<file path="src/verilog/bchr_pkg.sv">
// package: offsets, field layout, fixed values and carrier types of the bridge header bank
package bchr_pkg;

  // ----------------------------------------
  // register offsets (byte addresses)
  // ----------------------------------------
  localparam logic [7:0] BCHR_OFF_CLASS = 8'h08;
  localparam logic [7:0] BCHR_OFF_MISC = 8'h0C;
  localparam logic [7:0] BCHR_OFF_BUS = 8'h18;
  localparam logic [7:0] BCHR_OFF_IO = 8'h1C;
  localparam logic [7:0] BCHR_OFF_IOUP = 8'h30;

  // ----------------------------------------
  // fixed field values
  // ----------------------------------------
  localparam logic [7:0] BCHR_PROG_IF = 8'h00;
  localparam logic [7:0] BCHR_SUB_CLASS = 8'h04;
  localparam logic [7:0] BCHR_BASE_CLASS = 8'h06;
  localparam logic [7:0] BCHR_HDR_TYPE = 8'h01;
  localparam logic [3:0] BCHR_IO32_CODE = 4'h1;
  localparam logic [7:0] BCHR_ZERO8 = 8'h00;
  localparam logic [3:0] BCHR_ZERO4 = 4'h0;
  localparam logic [11:0] BCHR_IO_LO_BASE = 12'h000;
  localparam logic [11:0] BCHR_IO_LO_LIMIT = 12'hFFF;

  // ----------------------------------------
  // field positions
  // ----------------------------------------
  localparam int BCHR_B0 = 0;
  localparam int BCHR_B1 = 8;
  localparam int BCHR_B2 = 16;
  localparam int BCHR_B3 = 24;
  localparam int BCHR_IOB_POS = 4;
  localparam int BCHR_IOL_POS = 12;

  // ----------------------------------------
  // reset values
  // ----------------------------------------
  localparam logic [7:0] BCHR_RST8 = 8'h00;
  localparam logic [3:0] BCHR_RST4 = 4'h0;
  localparam logic [15:0] BCHR_RST16 = 16'h0000;

  // ----------------------------------------
  // carriers
  // ----------------------------------------
  typedef struct packed {
    logic [7:0] addr;
    logic [31:0] wdata;
    logic wr;
    logic rd;
  } bchr_req_t;

  typedef struct packed {
    logic [7:0] cache_line;
    logic [7:0] pri_lat;
    logic [7:0] pri_bus;
    logic [7:0] sec_bus;
    logic [7:0] sub_bus;
    logic [7:0] sec_lat;
    logic [31:0] io_base;
    logic [31:0] io_limit;
  } bchr_cfg_t;

endpackage

</file>
<file path="src/verilog/bchr_lat_timer.sv">
// master latency timer: loads on frame start, counts down per clock
`timescale 1ns/1ps
module bchr_lat_timer
  import bchr_pkg::*;
(
  input wire logic ref_clk,
  input wire logic nrst,
  input wire logic frame_start,
  input wire logic in_txn,
  input wire logic [7:0] lat_value,
  output logic expired
);

  logic [7:0] cnt_ff;
  logic run_ff;
  logic [7:0] nxt_cnt;
  logic nxt_run;

  assign nxt_run = frame_start | (run_ff & in_txn);
  assign nxt_cnt = frame_start ? lat_value :
                   ((run_ff && cnt_ff != BCHR_ZERO8) ? cnt_ff - 8'h01 : cnt_ff);
  // zero setting counts as already expired
  assign expired = run_ff & (cnt_ff == BCHR_ZERO8);

  always_ff @(posedge ref_clk or negedge nrst) begin
    if (!nrst) begin
      cnt_ff <= BCHR_RST8;
      run_ff <= 1'b0;
    end else begin
      cnt_ff <= nxt_cnt;
      run_ff <= nxt_run;
    end
  end

endmodule

</file>
<file path="src/verilog/bchr_regs.sv">
// bridge configuration header bank: class, timers, bus numbers, i/o window
// --------------------------------------------------------------------------
// Overview of operation
// - programming interface byte reads zero, not writable
// - sub-class byte reads fixed bridge-to-bridge value
// - base class byte reads fixed bridge device class value
// - cache line size bounds write-invalidate ends and read prefetch size
// - primary latency byte loads timer when primary frame asserts
// - header type byte reads fixed bridge layout value
// - primary bus number byte, writable, resets zero
// - secondary bus number byte, writable, resets zero
// - subordinate bus number byte, writable, resets zero
// - secondary latency byte counts clocks from secondary frame assertion
// - zero secondary timer plus lost grant ends after first data, not mwi
// - low nibbles of i/o base and limit read 32-bit code
// - base nibble gives window bottom bits 15:12, low bits zero
// - limit nibble gives window top bits 15:12, low bits all ones
// - i/o window decides whether an i/o transaction is forwarded
// - window bits 31:16 come from separate upper registers
// --------------------------------------------------------------------------
`timescale 1ns/1ps
module bchr_regs
  import bchr_pkg::*;
(
  input wire logic ref_clk,
  input wire logic nrst,
  input wire logic [7:0] reg_addr,
  input wire logic [31:0] reg_wdata,
  input wire logic reg_wr,
  input wire logic reg_rd,
  output logic [31:0] reg_rdata,
  input wire logic pri_frame_start,
  input wire logic pri_in_txn,
  output logic pri_lat_expired,
  input wire logic sec_frame_start,
  input wire logic sec_in_txn,
  input wire logic sec_gnt_n,
  input wire logic sec_data_done,
  input wire logic sec_is_mwi,
  output logic sec_stop_req,
  input wire logic [31:0] io_addr,
  output logic io_in_window,
  input wire logic [5:0] mem_burst_dw,
  output logic mwi_line_end,
  output logic [7:0] prefetch_dw,
  output bchr_cfg_t cfg
);

  // ----------------------------------------
  // storage
  // ----------------------------------------
  logic [7:0] cache_line_ff;
  logic [7:0] pri_lat_ff;
  logic [7:0] pri_bus_ff;
  logic [7:0] sec_bus_ff;
  logic [7:0] sub_bus_ff;
  logic [7:0] sec_lat_ff;
  logic [3:0] io_base_ff;
  logic [3:0] io_limit_ff;
  logic [15:0] io_base_up_ff;
  logic [15:0] io_limit_up_ff;
  logic [31:0] rdata_ff;

  // ----------------------------------------
  // request carrier
  // ----------------------------------------
  bchr_req_t req;
  assign req = '{addr: reg_addr, wdata: reg_wdata, wr: reg_wr, rd: reg_rd};

  // ----------------------------------------
  // address hits
  // ----------------------------------------
  function automatic logic hit(input bchr_req_t r, input logic [7:0] off);
    hit = (r.addr == off);
  endfunction

  wire hit_class = hit(req, BCHR_OFF_CLASS);
  wire hit_misc = hit(req, BCHR_OFF_MISC);
  wire hit_bus = hit(req, BCHR_OFF_BUS);
  wire hit_io = hit(req, BCHR_OFF_IO);
  wire hit_ioup = hit(req, BCHR_OFF_IOUP);

  // ----------------------------------------
  // write enables
  // ----------------------------------------
  // no enable for the class word: writes there are dropped
  wire wr_misc = req.wr & hit_misc;
  wire wr_bus = req.wr & hit_bus;
  wire wr_io = req.wr & hit_io;
  wire wr_ioup = req.wr & hit_ioup;

  // ----------------------------------------
  // write data fields
  // ----------------------------------------
  wire [7:0] wd_cache_line = req.wdata[BCHR_B0+:8];
  wire [7:0] wd_pri_lat = req.wdata[BCHR_B1+:8];
  wire [7:0] wd_pri_bus = req.wdata[BCHR_B0+:8];
  wire [7:0] wd_sec_bus = req.wdata[BCHR_B1+:8];
  wire [7:0] wd_sub_bus = req.wdata[BCHR_B2+:8];
  wire [7:0] wd_sec_lat = req.wdata[BCHR_B3+:8];
  wire [3:0] wd_io_base = req.wdata[BCHR_IOB_POS+:4];
  wire [3:0] wd_io_limit = req.wdata[BCHR_IOL_POS+:4];
  wire [15:0] wd_io_base_up = req.wdata[BCHR_B0+:16];
  wire [15:0] wd_io_limit_up = req.wdata[BCHR_B2+:16];

  // ----------------------------------------
  // next values
  // ----------------------------------------
  // only writable fields are stored; fixed bytes have no flops
  wire [7:0] nxt_cache_line = wr_misc ? wd_cache_line : cache_line_ff;
  wire [7:0] nxt_pri_lat = wr_misc ? wd_pri_lat : pri_lat_ff;
  wire [7:0] nxt_pri_bus = wr_bus ? wd_pri_bus : pri_bus_ff;
  wire [7:0] nxt_sec_bus = wr_bus ? wd_sec_bus : sec_bus_ff;
  wire [7:0] nxt_sub_bus = wr_bus ? wd_sub_bus : sub_bus_ff;
  wire [7:0] nxt_sec_lat = wr_bus ? wd_sec_lat : sec_lat_ff;
  wire [3:0] nxt_io_base = wr_io ? wd_io_base : io_base_ff;
  wire [3:0] nxt_io_limit = wr_io ? wd_io_limit : io_limit_ff;
  wire [15:0] nxt_io_base_up = wr_ioup ? wd_io_base_up : io_base_up_ff;
  wire [15:0] nxt_io_limit_up = wr_ioup ? wd_io_limit_up : io_limit_up_ff;

  // ----------------------------------------
  // misc word flops
  // ----------------------------------------
  // stored as written, legality is software's duty
  always_ff @(posedge ref_clk or negedge nrst) begin
    if (!nrst) begin
      cache_line_ff <= BCHR_RST8;
    end else begin
      cache_line_ff <= nxt_cache_line;
    end
  end

  always_ff @(posedge ref_clk or negedge nrst) begin
    if (!nrst) begin
      pri_lat_ff <= BCHR_RST8;
    end else begin
      pri_lat_ff <= nxt_pri_lat;
    end
  end

  // ----------------------------------------
  // bus word flops
  // ----------------------------------------
  always_ff @(posedge ref_clk or negedge nrst) begin
    if (!nrst) begin
      pri_bus_ff <= BCHR_RST8;
    end else begin
      pri_bus_ff <= nxt_pri_bus;
    end
  end

  always_ff @(posedge ref_clk or negedge nrst) begin
    if (!nrst) begin
      sec_bus_ff <= BCHR_RST8;
    end else begin
      sec_bus_ff <= nxt_sec_bus;
    end
  end

  always_ff @(posedge ref_clk or negedge nrst) begin
    if (!nrst) begin
      sub_bus_ff <= BCHR_RST8;
    end else begin
      sub_bus_ff <= nxt_sub_bus;
    end
  end

  always_ff @(posedge ref_clk or negedge nrst) begin
    if (!nrst) begin
      sec_lat_ff <= BCHR_RST8;
    end else begin
      sec_lat_ff <= nxt_sec_lat;
    end
  end

  // ----------------------------------------
  // io word flops
  // ----------------------------------------
  always_ff @(posedge ref_clk or negedge nrst) begin
    if (!nrst) begin
      io_base_ff <= BCHR_RST4;
    end else begin
      io_base_ff <= nxt_io_base;
    end
  end

  always_ff @(posedge ref_clk or negedge nrst) begin
    if (!nrst) begin
      io_limit_ff <= BCHR_RST4;
    end else begin
      io_limit_ff <= nxt_io_limit;
    end
  end

  // ----------------------------------------
  // io upper flops
  // ----------------------------------------
  always_ff @(posedge ref_clk or negedge nrst) begin
    if (!nrst) begin
      io_base_up_ff <= BCHR_RST16;
    end else begin
      io_base_up_ff <= nxt_io_base_up;
    end
  end

  always_ff @(posedge ref_clk or negedge nrst) begin
    if (!nrst) begin
      io_limit_up_ff <= BCHR_RST16;
    end else begin
      io_limit_up_ff <= nxt_io_limit_up;
    end
  end

  // ----------------------------------------
  // read mux
  // ----------------------------------------
  // fixed bytes come from constants, not flops
  wire [31:0] rd_class = {BCHR_BASE_CLASS, BCHR_SUB_CLASS,
                          BCHR_PROG_IF, 8'h00};
  wire [31:0] rd_misc = {BCHR_ZERO8, BCHR_HDR_TYPE,
                         pri_lat_ff, cache_line_ff};
  wire [31:0] rd_bus = {sec_lat_ff, sub_bus_ff,
                        sec_bus_ff, pri_bus_ff};
  wire [31:0] rd_io = {BCHR_ZERO8,
                       BCHR_ZERO8,
                       io_limit_ff,
                       BCHR_IO32_CODE,
                       io_base_ff,
                       BCHR_IO32_CODE};
  wire [31:0] rd_ioup = {io_limit_up_ff,
                         io_base_up_ff};

  // unmapped offsets read zero; fixed bytes ignore writes
  wire [31:0] rd_sel = hit_class ? rd_class :
                       hit_misc ? rd_misc :
                       hit_bus ? rd_bus :
                       hit_io ? rd_io :
                       hit_ioup ? rd_ioup : 32'h00000000;

  // ----------------------------------------
  // read data flop
  // ----------------------------------------
  // data stand one cycle, zero otherwise
  wire [31:0] nxt_rdata = req.rd ? rd_sel :
                          32'h00000000;

  always_ff @(posedge ref_clk or negedge nrst) begin
    if (!nrst) begin
      rdata_ff <= 32'h00000000;
    end else begin
      rdata_ff <= nxt_rdata;
    end
  end

  assign reg_rdata = rdata_ff;

  // ----------------------------------------
  // i/o window decode
  // ----------------------------------------
  wire [31:0] io_bottom = {io_base_up_ff, io_base_ff,
                           BCHR_IO_LO_BASE};
  wire [31:0] io_top = {io_limit_up_ff, io_limit_ff,
                        BCHR_IO_LO_LIMIT};
  wire above_bottom = (io_addr >= io_bottom);
  wire below_top = (io_addr <= io_top);
  assign io_in_window = above_bottom && below_top;

  // ----------------------------------------
  // cache line use
  // ----------------------------------------
  // burst dword index wraps on line boundary; zero line size never ends early
  wire [7:0] burst_ext = {2'b00, mem_burst_dw};
  wire [7:0] line_mask = cache_line_ff - 8'h01;
  wire line_size_set = (cache_line_ff != BCHR_ZERO8);
  wire at_line_end = ((burst_ext & line_mask) == line_mask);
  assign mwi_line_end = line_size_set && at_line_end;
  assign prefetch_dw = cache_line_ff;

  // ----------------------------------------
  // latency timers
  // ----------------------------------------
  // lane 0 primary, lane 1 secondary
  logic [1:0] tmr_start;
  logic [1:0] tmr_busy;
  logic [1:0][7:0] tmr_value;
  logic [1:0] tmr_expired;
  logic sec_lat_expired;

  assign tmr_start = {sec_frame_start, pri_frame_start};
  assign tmr_busy = {sec_in_txn, pri_in_txn};
  assign tmr_value[0] = pri_lat_ff;
  assign tmr_value[1] = sec_lat_ff;
  assign pri_lat_expired = tmr_expired[0];
  assign sec_lat_expired = tmr_expired[1];

  generate
    for (genvar g = 0; g < 2; g++) begin : g_timer
      bchr_lat_timer u_timer (
        .ref_clk(ref_clk),
        .nrst(nrst),
        .frame_start(tmr_start[g]),
        .in_txn(tmr_busy[g]),
        .lat_value(tmr_value[g]),
        .expired(tmr_expired[g])
      );
    end
  endgenerate

  // ----------------------------------------
  // stop decision
  // ----------------------------------------
  // stop once grant is gone, timer has run out and first data is done, except for mwi
  wire sec_grant_lost = sec_in_txn & sec_gnt_n;
  wire sec_timer_out = sec_grant_lost & sec_lat_expired;
  wire sec_may_stop = ~sec_is_mwi & sec_data_done;
  assign sec_stop_req = sec_timer_out & sec_may_stop;

  // ----------------------------------------
  // configuration view
  // ----------------------------------------
  assign cfg = '{cache_line: cache_line_ff,
                 pri_lat: pri_lat_ff,
                 pri_bus: pri_bus_ff,
                 sec_bus: sec_bus_ff,
                 sub_bus: sub_bus_ff,
                 sec_lat: sec_lat_ff,
                 io_base: io_bottom,
                 io_limit: io_top};

endmodule

</file>
<file path="config.mk">
export PLATFORM = sky130hd
export DESIGN_NAME = bchr_regs
export DESIGN_NICKNAME = d
export VERILOG_FILES = /design/src/verilog/bchr_pkg.sv /design/src/verilog/bchr_lat_timer.sv /design/src/verilog/bchr_regs.sv
export SDC_FILE = /design/constraint.sdc
export NUM_CORES = 1
export LEC_CHECK = 0
export BUFFER_PORTS_ARGS = -buffer_cell sky130_fd_sc_hd__buf_2
export CORE_MARGIN = 4
export CORE_UTILIZATION = 40
export DETAILED_ROUTE_END_ITERATION = 16
export MAX_ROUTING_LAYER = met4
export PLACE_DENSITY = 0.65
export SLEW_MARGIN = 40
export SYNTH_ARGS = -nofsm -noshare
export SYNTH_HDL_FRONTEND = slang
export SYNTH_HIERARCHICAL = 1
export SYNTH_SLANG_ARGS = --single-unit
</file>
<file path="constraint.sdc">
create_clock -name ref_clk -period 3.3 [get_ports ref_clk]
set_input_delay 0.33 -clock ref_clk [delete_from_list [all_inputs] [get_ports ref_clk]]
set_output_delay 0.33 -clock ref_clk [all_outputs]
set_load 0.02 [all_outputs]
</file>
Word level (Yosys, flattened, before mapping)
Index checks and enable logic that the tools add are counted.
{"block": "word_totals", "reg_bits": 138, "mem_bits_rw": 0, "romBits": 0, "out_inout_bits": 156, "latch_bits": 0, "n_memories": 0}
{"block": "op_classes", "mul": 0, "addsub": 3, "div": 0, "n_bitwise": 16, "n_eq_ne": 6, "n_reduce_logical": 11, "magnitude_cmp": 2, "shift": 0, "n_mux": 10}
{"op": "$mux 32", "n": 6}
{"op": "$ge 32x32->1", "n": 1}
{"op": "$le 32x32->1", "n": 1}
{"op": "$mux 8", "n": 4}
{"op": "$reduce_bool 8->1", "n": 3}
{"op": "$sub 8x1->8 const B", "n": 3}
{"op": "$eq 8x4->1 const B", "n": 2}
{"op": "$eq 8x5->1 const B", "n": 2}
{"op": "$logic_not 8->1", "n": 2}
{"op": "$and 1x1->1", "n": 12}
{"op": "$and 6x8->8", "n": 1}
{"op": "$eq 8x6->1 const B", "n": 1}
{"op": "$eq 8x8->1", "n": 1}
{"op": "$logic_and 1x1->1", "n": 4}
{"op": "$reduce_bool 2->1", "n": 2}
{"op": "$or 1x1->1", "n": 2}
{"op": "$not 1->1", "n": 1}

Longest topological paths before layout
{"block": "logic_depth", "ltp_word": 7, "depth_mapped": 8, "depth_no_buf": 7}

Cells and area by module
The synthesis kept the hierarchy.
{"module": "bchr_regs", "instances": 1, "cells_per_inst": 543, "area_per_inst_um2": 6337.3}
{"module": "bchr_lat_timer", "instances": 2, "cells_per_inst": 59, "area_per_inst_um2": 541.8}

Worst setup path after synthesis
Ideal clock, no wire load.
{"block": "synth_timing", "path_kind": "reg-to-output", "startpoint": "reg io_base_ff[1]", "endpoint": "out io_in_window", "n_path_buf": 0, "t_arrival_ns": 1.957, "stages_incl_launch_ff": 8, "slack_ns": 1.013, "cell_sequence": "dfrtp_1 -> inv_1 -> ha_1 -> nor4b_1 -> nand4_1 -> a2111oi_0 -> o31ai_1 -> a22oi_1"}
{"block": "synth_via", "elab_chain_cells": 2}
{"element": "start, declared", "line_no": "bchr_regs.sv:58", "rtl": "logic [3:0] io_base_ff;"}
{"element": "start signal, assigned", "line_no": "bchr_regs.sv:183", "rtl": "io_base_ff <= nxt_io_base;"}
{"element": "$ge 32x32->1", "line_no": "bchr_regs.sv:264", "rtl": "wire above_bottom = (io_addr >= io_bottom);"}
{"element": "$logic_and 1x1->1", "line_no": "bchr_regs.sv:266", "rtl": "assign io_in_window = above_bottom && below_top;"}
{"element": "end, declared", "line_no": "bchr_regs.sv:42", "rtl": "output logic io_in_window,"}
No other way between the ends.

Final worst setup path
{"block": "layout_timing", "startpoint": "reg io_limit_up_ff[9]", "endpoint": "out io_in_window"}
{"block": "layout_via", "elab_chain_cells": 2}
{"element": "start, declared", "line_no": "bchr_regs.sv:61", "rtl": "logic [15:0] io_limit_up_ff;"}
{"element": "start signal, assigned", "line_no": "bchr_regs.sv:210", "rtl": "io_limit_up_ff <= nxt_io_limit_up;"}
{"element": "$le 32x32->1", "line_no": "bchr_regs.sv:265", "rtl": "wire below_top = (io_addr <= io_top);"}
{"element": "$logic_and 1x1->1", "line_no": "bchr_regs.sv:266"}
No other way between the ends.

==> reports/metrics.cfg <==
[outcome]
outcome = finished, final reports clean

[setup_path]
rr_worst_depth = 6
worstReg2RegEnd = g_timer[0].u_timer/cnt_ff[1]$_DFFE_PN0P_
timing.critical_path.to_type = primary output
cp-start-kind = register
critPathKind = register to primary output
crit_path_max_fanout = 4
worstPathArrival_ns = 2.56
r2r-start = g_timer[0].u_timer/cnt_ff[0]$_DFFE_PN0P_
reg2reg_setup_slack_ns = 1.47
worst_setup_path_startpoint = io_limit_up_ff[9]$_DFFE_PN0P_
critPathRequiredTime_ns = 2.97

[worst_hold_path]
hold-path-endpoint = g_timer[0].u_timer/run_ff$_DFF_PN0_
min_from = pri_in_txn
timing.hold.worst.class = input pin to register
holdPathStages = 2

[final_layout]
layout_utilization = 0.510
synthToLayoutAreaGrowth_pct = 24.3
fin_nets = 1012
num-fill-cells = 1635
stdcell_area_mm2 = 0.00922
drive_gt1_frac = 0.415

[routing]
postRouteWirelength_um = 21600
route.antenna.remaining_nets = 0
detailedRoute.firstIterationViolations = 336
route.detailed.drc = 0
vias = 5968
avgRoutedWirePerCell_um = 19.2
viasPerCell = 5.31
dr.pass1.iters = 7

[grt]
grt_antenna_before_repair = 1
wire_length_of_the_first_global_routing_pass_um = 33600
global_route.overflow_total = 0
grt_pass1_vias = 6106
grt_use_total = 0.218
grt_max_degree = 85

[pwr]
design_power_total_mw = 4.86
irDropWorstVdd_mv = 0.374
power-per-cell-area_mw_per_mm2 = 527
leakage_nw = 4.83

[logic_synthesis]
synth-async-reset-ratio = 1.00
most_area_consuming_cells_after_synthesis = sky130_fd_sc_hd__dfrtp_1, sky130_fd_sc_hd__mux2_2, sky130_fd_sc_hd__ha_1
synth-seq-cells = 138
synth-main-ff-cell = sky130_fd_sc_hd__dfrtp_1
warnings_from_yosys = 6
number_of_flops_mapped_to_enable_cells_by_yosys = 0
ys_types = 59
synth_top_cell_area_share = 0.465
synth_cells = 661
yosys.cell_count.top_type = sky130_fd_sc_hd__dfrtp_1
post_synth_top_area_cell = sky130_fd_sc_hd__dfrtp_1
post_synth_most_frequent_cells = sky130_fd_sc_hd__dfrtp_1, sky130_fd_sc_hd__mux2_2, sky130_fd_sc_hd__inv_1
post_synth_instance_area_mm2 = 0.00742
syn-mean-instance-area_um2 = 11.2
yosysSeqAreaShare = 0.465

[clock_network]
postCtsResizedCells = 0
clockBufferDepth = 2
cts.clk_slew.worst_paths_ns = 0.06
cts.sinks = 138
clk_root_buffer_cell = sky130_fd_sc_hd__clkbuf_16
tritoncts = yes
clk_latency_ns = 0.42
cts-buffers-inserted = 17
htree_num_levels = 4

[place]
detailedPlacementHpwl_um = 16500
port_buffers = 220
postPlaceCellArea_mm2 = 0.00863
gp_congestion = 0.858
placement.setup.worst_slack_ns = 0.699

[timing]
final_min_period_over_clock_period = 0.877
final_critical_path_setup_slack_ns = 0.407
max_clock_skew_ns = 0.00856
timing.slew.headroom = 0.519
peak_freq_mhz = 346
min_period_ns = 2.89
maxSlewViolCount = 0
totalNegativeSetupSlack_ns = 0
number_of_failing_hold_endpoints_at_the_final_stage = 0
setup_violations = 0
worstMarginPinSlew_ns = 0.716
grt_setup_unrepaired = false

[floorplanning]
die-width_um = 144
chipHeight_um = 144
die_area_mm2 = 0.0208
core_mm2 = 0.0181
start_util = 0.410
placementRows = 49
io_pins = 245

[flow_run]
max_cap_viol_count = 0

[worst max path at each step]
| stage | end | slack, ns | depth (start not counted) |
|---|---|---|---|
| finish | io_in_window | 0.41 | 8 |
| global route | io_in_window | 0.18 | 8 |
| CTS | io_in_window | 0.36 | 8 |
| detailed placement | reg_rdata[31]$_DFF_PN0_ | 0.70 | 5 |
| global placement | reg_rdata[21]$_DFF_PN0_ | 0.74 | 5 |
| floorplan | io_in_window | 1.01 | 7 |
[cell usage in the layout (no fill, tap or decap), types with 5 or more instances in the layout]
cell type | synthesis | layout
sky130_fd_sc_hd__a21o_1 | 5 | 5
sky130_fd_sc_hd__a21oi_1 | 26 | 26
sky130_fd_sc_hd__a222oi_1 | 14 | 14
sky130_fd_sc_hd__a22oi_1 | 13 | 13
sky130_fd_sc_hd__buf_2 | 12 | 219
sky130_fd_sc_hd__buf_4 | 33 | 8
sky130_fd_sc_hd__clkbuf_16 | 0 | 17
sky130_fd_sc_hd__conb_1 | 2 | 24
sky130_fd_sc_hd__dfrtp_1 | 138 | 138
sky130_fd_sc_hd__ha_1 | 44 | 44
sky130_fd_sc_hd__inv_1 | 53 | 53
sky130_fd_sc_hd__mux2_2 | 61 | 61
sky130_fd_sc_hd__mux2_4 | 30 | 30
sky130_fd_sc_hd__nand2_1 | 31 | 31
sky130_fd_sc_hd__nand3_1 | 8 | 8
sky130_fd_sc_hd__nand4_1 | 11 | 11
sky130_fd_sc_hd__nor2_1 | 44 | 44
sky130_fd_sc_hd__nor2b_1 | 6 | 6
sky130_fd_sc_hd__nor3_1 | 6 | 6
sky130_fd_sc_hd__nor4_1 | 5 | 5
sky130_fd_sc_hd__o21ai_0 | 24 | 24
sky130_fd_sc_hd__o21ai_1 | 13 | 13
[power breakdown]
group          internal [mW]  total, mW  switching (mW)  leakage, nW
Combinational          0.447       1.03           0.587         2.66
Clock                   1.08       1.85           0.768        0.273
Sequential              1.82       1.98           0.158         1.90
Total                   3.35       4.86            1.51         4.83
[logic make-up (layout without fill, tap and decap cells)]
| kind of cell | Yosys count | after routing | share of synthesized area |
|---|---|---|---|
| and+or+nand+nor | 143 | 143 | 0.103 |
| DFF | 138 | 138 | 0.465 |
| AOI/OAI and AO/OA | 124 | 124 | 0.111 |
| buffers and inverters | 107 | 316 | 0.0769 |
| muxes | 96 | 96 | 0.160 |
| adders and majority gates | 44 | 44 | 0.0742 |
| xor gates and xnor gates | 7 | 7 | 0.00826 |
| other | 2 | 27 | 0.00101 |
[worst max-delay path, stage by stage (launching register included)]
cell and delay (ns):
sky130_fd_sc_hd__dfrtp_1 0.44, sky130_fd_sc_hd__inv_1 0.07, sky130_fd_sc_hd__ha_1 0.33, sky130_fd_sc_hd__a211oi_1 0.23, sky130_fd_sc_hd__o21ai_0 0.13, sky130_fd_sc_hd__a211oi_1 0.37
sky130_fd_sc_hd__o211ai_1 0.14, sky130_fd_sc_hd__a22oi_1 0.23, sky130_fd_sc_hd__buf_2 0.20
[metrics by stage]
stage	hold WS [ns]	std cells
finish	0.116	1124
global route	0.111	1122
CTS	0.103	1121
detailed placement	0.335	1088
global placement	0.331	1088
floorplan	0.0344	683
[routing by layer]
layer / wire (um) / part of all wire / up-vias / track usage
met5: 0 / 0 / - / -
li1: - / - / 2769 / -
met2: 10500 / 0.48 / 227 / 0.346
met1: 9420 / 0.44 / 2955 / 0.287
met3: 1470 / 0.068 / 17 / 0.0473
met4: 239 / 0.011 / 0 / 0.0511
[repair_timing]
action | in CTS | in global routing
hold buffers | 1 | 0
hold endpoints to repair | 54 | 0
buffers inserted | 0 | 0
[layout make-up]
| cell class | instances | area (um2) | share of cell area |
|---|---|---|---|
| Antenna cell | 3 | 7.51 | 0.000814 |
| Clock buffer | 20 | 457 | 0.0495 |
| Clock inverter | 12 | 115 | 0.0125 |
| Inverter | 53 | 199 | 0.0216 |
| Multi-Input combinational cell | 438 | 3490 | 0.378 |
| Sequential cell | 138 | 3450 | 0.374 |
| Tap cell | 229 | 287 | 0.0311 |
| Timing Repair Buffer | 231 | 1220 | 0.132 |
[flip-flops by register name (all words and copies together) (netlist names)]
register,count
g_timer.u_timer/run_ff,2
pri_lat_ff,8
sec_lat_ff,8
prefetch_dw,8
sec_bus_ff,8
reg_rdata,32
io_base_up_ff,16
sub_bus_ff,8
io_limit_up_ff,16
pri_bus_ff,8
io_base_ff,4
g_timer.u_timer/cnt_ff,16
io_limit_ff,4
Power figures use the tool's default switching activity.
